==> src/rtl/asf_regs.svh <==
// offsets, field positions, reset values and limits of the angle status bank
`ifndef ASF_REGS_SVH
`define ASF_REGS_SVH
`define ASF_CTRL_ADDR 8'h1E
`define ASF_ANGLE_ADDR 8'h20
`define ASF_STATUS_ADDR 8'h22
`define ASF_ERR_ADDR 8'h24
`define ASF_WARN_ADDR 8'h26
`define ASF_TEMP_ADDR 8'h28
`define ASF_FIELD_ADDR 8'h2A
`define ASF_HYS_ADDR 8'h30
`define ASF_CTL_ERR_CLR 8
`define ASF_CTL_WARN_CLR 9
`define ASF_CTL_STAT_CLR 10
`define ASF_ERR_RESET 11'h001
`define ASF_MASK_CAUTION 11
`define ASF_MASK_LOW_ANALOG 2
`define ASF_MASK_LOW_DIGITAL 3
`define ASF_TEMP_LO_C (-60)
`define ASF_TEMP_HI_C 180
`define ASF_TEMP_REF_C 25
`define ASF_TEMP_STEPS 8
`endif

==> src/rtl/asf_pkg.sv <==
// types shared by the angle status bank
`default_nettype none
package asf_pkg;
  typedef struct packed {
    logic hard_reset;
    logic osc_wdog;
    logic ecc_multi;
    logic zc_timeout;
    logic quad_fault;
    logic avg_fault;
    logic selftest_fail;
  } asf_err_evt_t;
  typedef struct packed {
    logic saturated;
    logic ecc_single;
    logic ext_overlap;
    logic ext_write_fail;
    logic slew_limit;
    logic crc_bad;
    logic frame_bad;
  } asf_warn_evt_t;
endpackage
`default_nettype wire

==> src/rtl/asf_status_bank.sv <==
// read-only angle, status, error and caution register bank
`timescale 1ns/1ps
`default_nettype none
`include "asf_regs.svh"
module asf_status_bank import asf_pkg::*; (
  input wire logic clk_sys,
  input wire logic rst_n,
  input wire logic reg_rd,
  input wire logic reg_wr,
  input wire logic [7:0] reg_addr,
  input wire logic [15:0] reg_wdata,
  output logic [15:0] reg_rdata,
  output logic reg_rvalid,
  input wire logic [11:0] angle,
  input wire logic [11:0] hys_angle,
  input wire logic pll_lock,
  input wire logic boot_busy,
  input wire logic xdcr_test_run,
  input wire logic logic_test_run,
  input wire logic boot_done,
  input wire logic special_start,
  input wire logic special_done,
  input wire logic rot_decreasing,
  input wire logic [1:0] die_index,
  input wire logic low_analog_pin,
  input wire logic low_digital_pin,
  input wire logic [11:0] field_gauss,
  input wire logic [11:0] field_low_limit,
  input wire logic [11:0] field_strong_limit,
  input wire logic signed [15:0] temp_raw,
  input wire logic [23:0] mask_word,
  input wire asf_err_evt_t err_evt,
  input wire asf_warn_evt_t warn_evt
);

  localparam logic signed [15:0] TEMP_LO = 16'(
    (`ASF_TEMP_LO_C - `ASF_TEMP_REF_C) * `ASF_TEMP_STEPS);
  localparam logic signed [15:0] TEMP_HI = 16'(
    (`ASF_TEMP_HI_C - `ASF_TEMP_REF_C) * `ASF_TEMP_STEPS);

  // angle words share layout: zero, fault, supply-low, parity, angle
  function automatic logic [15:0] angle_word(input logic [11:0] a,
                                             input logic flt,
                                             input logic low);
    angle_word = {1'b0, flt, low, ~^{flt, low, a}, a};
  endfunction

  // clear only what software already saw; a new event always wins
  function automatic logic [11:0] latch_next(input logic [11:0] cur,
                                             input logic [11:0] seen,
                                             input logic [11:0] set,
                                             input logic clr);
    latch_next = (clr ? (cur & ~seen) : cur) | set;
  endfunction

  // caution bits sit at scattered positions of the mask word
  function automatic logic [11:0] warn_mask(input logic [23:0] m);
    warn_mask = {m[23], m[22], 1'b0, m[20], m[19], m[18],
                 m[17], m[16], 1'b0, m[14], m[13], 1'b0};
  endfunction

  // supply detectors are analog and asynchronous to clk_sys
  logic [1:0] low_s1;
  logic [1:0] low_s2;
  logic pll_lock_q;
  logic [10:0] err_lat;
  logic [11:0] warn_lat;
  logic [11:0] seen_err;
  logic [11:0] seen_warn;
  logic boot_cmp;
  logic special_cmp;
  logic [7:0] rd_addr_q;

  always_ff @(posedge clk_sys or negedge rst_n) begin
    if (!rst_n) begin
      low_s1 <= 2'h0;
      low_s2 <= 2'h0;
      pll_lock_q <= 1'b0;
    end else begin
      low_s1 <= {low_digital_pin, low_analog_pin};
      low_s2 <= low_s1;
      pll_lock_q <= pll_lock;
    end
  end

  wire ctl_wr = reg_wr && (reg_addr == `ASF_CTRL_ADDR);
  wire err_clr = ctl_wr && reg_wdata[`ASF_CTL_ERR_CLR];
  wire warn_clr = ctl_wr && reg_wdata[`ASF_CTL_WARN_CLR];
  wire status_clr = ctl_wr && reg_wdata[`ASF_CTL_STAT_CLR];
  wire rd_err = reg_rd && (reg_addr == `ASF_ERR_ADDR);
  wire rd_warn = reg_rd && (reg_addr == `ASF_WARN_ADDR);

  wire lock_lost = pll_lock_q && !pll_lock;
  wire field_low = field_gauss < field_low_limit;
  wire field_high = field_gauss > field_strong_limit;
  wire temp_below = temp_raw < TEMP_LO;
  wire temp_above = temp_raw > TEMP_HI;

  wire [11:0] err_set = {1'b0,
    err_evt.selftest_fail, err_evt.avg_fault,
    err_evt.quad_fault,
    lock_lost, err_evt.zc_timeout, err_evt.ecc_multi,
    err_evt.osc_wdog,
    low_s2[1], low_s2[0], field_low,
    err_evt.hard_reset};

  wire [11:0] warn_set = {warn_evt.frame_bad,
    warn_evt.crc_bad, 1'b0, warn_evt.slew_limit,
    warn_evt.ext_write_fail,
    temp_below || temp_above,
    warn_evt.ecc_single, warn_evt.saturated, 1'b0,
    warn_evt.ext_overlap, field_high, 1'b0};

  wire [11:0] next_err = latch_next({1'b0, err_lat}, seen_err,
                                    err_set, err_clr);
  wire [11:0] next_warn = latch_next(warn_lat, seen_warn,
                                     warn_set, warn_clr);

  // the reset flag comes up set: the async reset is the power-on event
  always_ff @(posedge clk_sys or negedge rst_n) begin
    if (!rst_n) begin
      err_lat <= `ASF_ERR_RESET;
      warn_lat <= 12'h000;
    end else begin
      err_lat <= next_err[10:0];
      warn_lat <= next_warn;
    end
  end

  // a read snapshots what software saw; a clear consumes it
  always_ff @(posedge clk_sys or negedge rst_n) begin
    if (!rst_n) begin
      seen_err <= 12'h000;
      seen_warn <= 12'h000;
    end else begin
      if (rd_err)
        seen_err <= {1'b0, err_lat};
      else if (err_clr)
        seen_err <= 12'h000;
      if (rd_warn)
        seen_warn <= warn_lat;
      else if (warn_clr)
        seen_warn <= 12'h000;
    end
  end

  // completion events win over the status clear
  always_ff @(posedge clk_sys or negedge rst_n) begin
    if (!rst_n) begin
      boot_cmp <= 1'b0;
      special_cmp <= 1'b0;
    end else begin
      if (boot_done)
        boot_cmp <= 1'b1;
      else if (status_clr)
        boot_cmp <= 1'b0;
      if (special_done)
        special_cmp <= 1'b1;
      else if (special_start || status_clr)
        special_cmp <= 1'b0;
    end
  end

  wire [11:0] wmask = warn_mask(mask_word);
  wire caution_sum = |(warn_lat & ~wmask) &&
    !mask_word[`ASF_MASK_CAUTION];
  wire [11:0] err_word12 = {caution_sum, err_lat};
  wire any_fault = |(err_word12 & ~mask_word[11:0]) ||
    |(warn_lat & ~wmask);
  wire supply_low_live = (low_s2[0] && !mask_word[`ASF_MASK_LOW_ANALOG]) ||
    (low_s2[1] && !mask_word[`ASF_MASK_LOW_DIGITAL]);

  wire [15:0] angle_rd_word = angle_word(angle, any_fault,
    supply_low_live);
  wire [15:0] hys_rd_word = angle_word(hys_angle, any_fault,
    supply_low_live);
  wire [15:0] status_word = {6'h00, die_index,
    rot_decreasing, 1'b0, special_cmp, boot_cmp,
    logic_test_run, xdcr_test_run, boot_busy, pll_lock};
  wire [15:0] err_word = {4'h0, err_word12};
  wire [15:0] warn_word = {4'h0, warn_lat};
  wire signed [15:0] temp_sat = temp_below ? TEMP_LO :
    temp_above ? TEMP_HI : temp_raw;
  wire [15:0] temp_word = {4'h0, temp_sat[11:0]};
  wire [15:0] field_word = {4'h0, field_gauss};

  // control word and unmapped offsets read zero
  wire [15:0] rd_mux =
    (reg_addr == `ASF_ANGLE_ADDR) ? angle_rd_word :
    (reg_addr == `ASF_STATUS_ADDR) ? status_word :
    (reg_addr == `ASF_ERR_ADDR) ? err_word :
    (reg_addr == `ASF_WARN_ADDR) ? warn_word :
    (reg_addr == `ASF_TEMP_ADDR) ? temp_word :
    (reg_addr == `ASF_FIELD_ADDR) ? field_word :
    (reg_addr == `ASF_HYS_ADDR) ? hys_rd_word :
    16'h0000;

  always_ff @(posedge clk_sys or negedge rst_n) begin
    if (!rst_n) begin
      reg_rdata <= 16'h0000;
      reg_rvalid <= 1'b0;
      rd_addr_q <= 8'h00;
    end else begin
      reg_rvalid <= reg_rd;
      if (reg_rd) begin
        reg_rdata <= rd_mux;
        rd_addr_q <= reg_addr;
      end
    end
  end
endmodule // asf_status_bank
`default_nettype wire

==> config.mk <==
export PLATFORM = sky130hd
export DESIGN_NAME = asf_status_bank
export DESIGN_NICKNAME = d
export VERILOG_FILES = /design/src/rtl/asf_pkg.sv /design/src/rtl/asf_status_bank.sv
export VERILOG_INCLUDE_DIRS = /design/src /design/src/rtl
export SDC_FILE = /design/constraint.sdc
export NUM_CORES = 1
export LEC_CHECK = 0
export CAP_MARGIN = 0
export CORE_UTILIZATION = 55
export DETAILED_ROUTE_END_ITERATION = 16
export DONT_BUFFER_PORTS = 1
export GPL_TIMING_DRIVEN = 0
export PLACE_DENSITY = 0.73
export SLEW_MARGIN = 20
export SYNTH_ARGS = -nofsm -noshare
export SYNTH_HDL_FRONTEND = slang
export SYNTH_SLANG_ARGS = --single-unit
==> constraint.sdc <==
create_clock -name clk_sys -period 1.9 [get_ports clk_sys]
set_clock_uncertainty 0.1 [all_clocks]
set_input_delay 0.19 -clock clk_sys [delete_from_list [all_inputs] [get_ports clk_sys]]
set_output_delay 0.19 -clock clk_sys [all_outputs]
set_load 0.02 [all_outputs]
==> results.py <==
metrics = {
    "status": {
        "status": "finished with violations",
        "failed_checks": "setup timing",
    },
    "timing": {
        "max_freq_mhz": 488,
        "holdWs_ps": 7.67,
        "hold_viol": 0,
        "layout_min_cycle_time_ps": 2050,
        "setup_ws_ps": -149,
        "period_share_pct": 108,
        "worst_slew_pin_slew_ps": 596,
        "rsz0062_at_grt": "true",
        "final-max-slew-violation-count": 0,
        "slew_headroom_pct": 60.2,
        "finalSetupViolCount": 1,
    },
    "routing": {
        "vias": 4135,
        "wl_per_cell_um": 19.2,
        "via_per_inst": 6.18,
        "routed_wl_um": 12800,
        "first_pass_iters": 6,
        "dr.first_iter.drc_count": 348,
        "ant_nets": 0,
        "route.detailed.drc": 0,
    },
    "clocking": {
        "clk_path_buf_depth": 2,
        "root_buffer": "clkbuf_8",
        "clkTransAtPathRegs_ps": 70,
        "cts_buffers": 9,
        "cts_max_level": 3,
        "clock_latency_ps": 350,
        "numClockSinks": 69,
        "cts_tree": "done",
    },
    "layout": {
        "drive_gt1_share_pct": 10.1,
        "nNetsFinal": 739,
        "post-route-util_pct": 67.9,
        "areaGrowthSynthToFinish_pct": 18.4,
        "diodes": 0,
    },
    "synthesis": {
        "synth.mux.area_fraction_pct": 2.08,
        "yosys.area_share.simple_pct": 18.0,
        "synth_edf_count": 0,
        "yosys_register_bits": 69,
        "synth_top_family_by_area": "compound AO/OA/AOI/OAI gates",
        "synth_nets": 688,
        "yosys_warnings": 0,
        "synth_cell_types": 61,
        "synthAdderAreaFrac_pct": 6.46,
        "synth-xor-area-share_pct": 5.22,
        "synthArstFlopShare_pct": 100,
        "syn-cell-area_um2": 4460,
        "synth_ff_type": "dfrtp_1",
        "syn_inst": 511,
        "synth_area_per_cell_um2": 8.72,
        "synth-compound-area-share_pct": 22.8,
        "ys_seq_area_share_pct": 38.8,
    },
    "power": {
        "p_leak_nw": 2.33,
        "peakVddDrop_mv": 0.540,
        "powerDensity_nw_per_um2": 676,
        "total_power_w": 0.00357,
    },
    "floorplanning": {
        "core_area_um2": 7770,
        "die-area_um2": 8470,
        "num_rows": 32,
        "die_x_um": 92.0,
        "die_y_um": 92.0,
        "initial_core_util_pct": 57.4,
        "io_pins": 171,
    },
    "setup_path": {
        "crit_buf_inv": 0,
        "slowest_stage": "dfrtp_1",
        "path_cells": "nor3_2 > o221ai_2 > nor4_4 > and3_4 > xnor3_1 > nand4_1 > o311ai_1",
        "critPathTopFamily": "simple AND/OR/NAND/NOR gates",
        "required_ps": 2010,
        "cp-start-kind": "register",
        "critPathCaptureType": "register",
        "critPathMaxStageDelay_ps": 400,
        "crit_fanout": 3,
        "worstPathArrival_ps": 2160,
        "critPathKind": "register to register",
    },
    "grt": {
        "grt_pass1_vias": 4074,
        "grt_max_degree": 70,
        "grt_pass1_wl_um": 20000,
        "gr-total-overflow": 0,
        "grt_antenna_before_repair": 0,
        "track_usage_pct": 30.8,
    },
    "place": {
        "post-dp-hpwl_um": 9870,
        "io_buffers": 0,
        "gp_congestion": 0.922,
        "dp_slack_ps": -593,
    },
    "hold_path": {
        "hp-class": "input port to register",
    },
    "flow_run": {
        "drv_cap": 0,
    },
}
==> synth_stat cells (2+ instances only) <==
cell	n	share of area, %
dfrtp_1	68	38
xor2_1	2	0.39
a222oi_1	6	1.3
o21ai_0	47	5.3
o311ai_0	3	0.59
buf_4	3	0.51
nor4_1	3	0.42
mux2_2	2	0.51
nand2b_1	17	2.4
o2bb2ai_1	6	1.2
xnor2_1	22	4.3
a21o_1	26	4.4
clkbuf_1	12	1.0
a21boi_0	4	0.67
mux2i_1	7	1.6
a22oi_1	6	1.0
buf_6	2	0.51
nand2_1	90	7.6
ha_1	23	6.5
buf_2	3	0.34
and3_1	2	0.28
o2111ai_1	2	0.39
nor4_4	2	0.95
o22ai_1	4	0.56
and2_1	4	0.56
inv_1	48	4.0
nor2b_1	7	0.98
nor3_1	3	0.34
o22a_1	2	0.39
o221ai_1	2	0.39
and4_1	2	0.39
a31oi_1	7	0.98
nand3_1	3	0.34
nor2_1	14	1.2
a21oi_1	18	2.0
buf_1	2	0.17
or3_1	3	0.42
nand4_1	4	0.56
a221oi_1	2	0.39
o21ai_1	2	0.22
o41ai_1	4	0.79
o211ai_1	3	0.51
==> logic make-up (layout without fill, tap and decap cells) <==
kind of cell	after synthesis	in the layout
AND/OR/NAND/NOR	162	162
flip-flops	69	69
AO/OA/AOI/OAI	152	152
other	1	1
adder cells (fa/ha/maj)	23	23
buffers and inverters	70	126
multiplexers	9	9
XOR/XNOR	25	25
==> state kept, by name, indices dropped and copies added, names as in the netlist, 2 cells and up <==
signal	cells
err_lat	11
warn_lat	12
low_s1	2
reg_rdata	15
low_s2	2
seen_warn	12
seen_err	11
==> layer usage <==
metal | share of wire, % | up-vias | GRT usage, % | wire length [um]
met5 | 0 | - | 0 | 0
met4 | 3.6 | 0 | 12.9 | 465
met3 | 7.6 | 38 | 5.80 | 972
met2 | 48 | 227 | 51.2 | 6170
met1 | 41 | 1981 | 39.4 | 5210
li1 | - | 1889 | - | -
==> repair_timing <==
action,4_1_cts,5_1_grt
cloned,0,0
gates resized for setup,6,11
pin swaps,2,5
endpoints found under the setup margin,3,4
hold buffers,28,2
endpoints found under the hold margin,96,69
buffers inserted,4,6
==> through the flow <==
step	setup TNS, ps	std cells	instance area (um2)
2_1_floorplan	-198	511	4460
3_3_place_gp	-7570	613	4580
4_1_cts	-345	661	5160
6_report	-149	669	5280
5_1_grt	-221	669	5280
3_5_place_dp	-8830	613	4580
==> worst paths after layout <==
path / start / to / slack (ps) / cells past startpoint
worst max-delay path: warn_lat[0] / reg_rdata[12] / -150 / 7
worst min-delay path: temp_raw[2] / reg_rdata[2] / 8 / 2
worst max register to register: warn_lat[0] / reg_rdata[12] / -150 / 7
worst min register to register: low_s1[1] / low_s2[1] / 250 / 0
max in group asynchronous: rst_n / err_lat[0] / 1100 / 2
min in group asynchronous: rst_n / reg_rdata[12] / 270 / 2
==> power by group <==
part	internal (W)	switching [W]
Sequential	0.00152	0.0000469
Clock	0.000880	0.000567
Combinational	0.000276	0.000276
==> layout make-up <==
class	instances	area, um2
Buffer	22	113
Clock buffer	11	131
Clock inverter	5	108
Fill cell	639	2490
Inverter	48	180
Multi-Input combinational cell	372	2490
Sequential cell	69	1730
Tap cell	102	128
Timing Repair Buffer	40	393
==> placed cells by master, fill, tap and decap left out, drive strengths merged, types with 5 or more instances in the layout <==
cell type	count
inv	49
o21ai	49
a222oi	6
dfrtp	68
buf	21
dlygate4sd3	29
xnor2	22
a21oi	18
mux2i	7
nor4	5
a22oi	6
nor2b	7
nand2	90
nor2	16
o2bb2ai	6
a21o	26
clkbuf	23
ha	23
nand2b	17
a31oi	7
No activity file was read; power rests on OpenSTA's default activity.
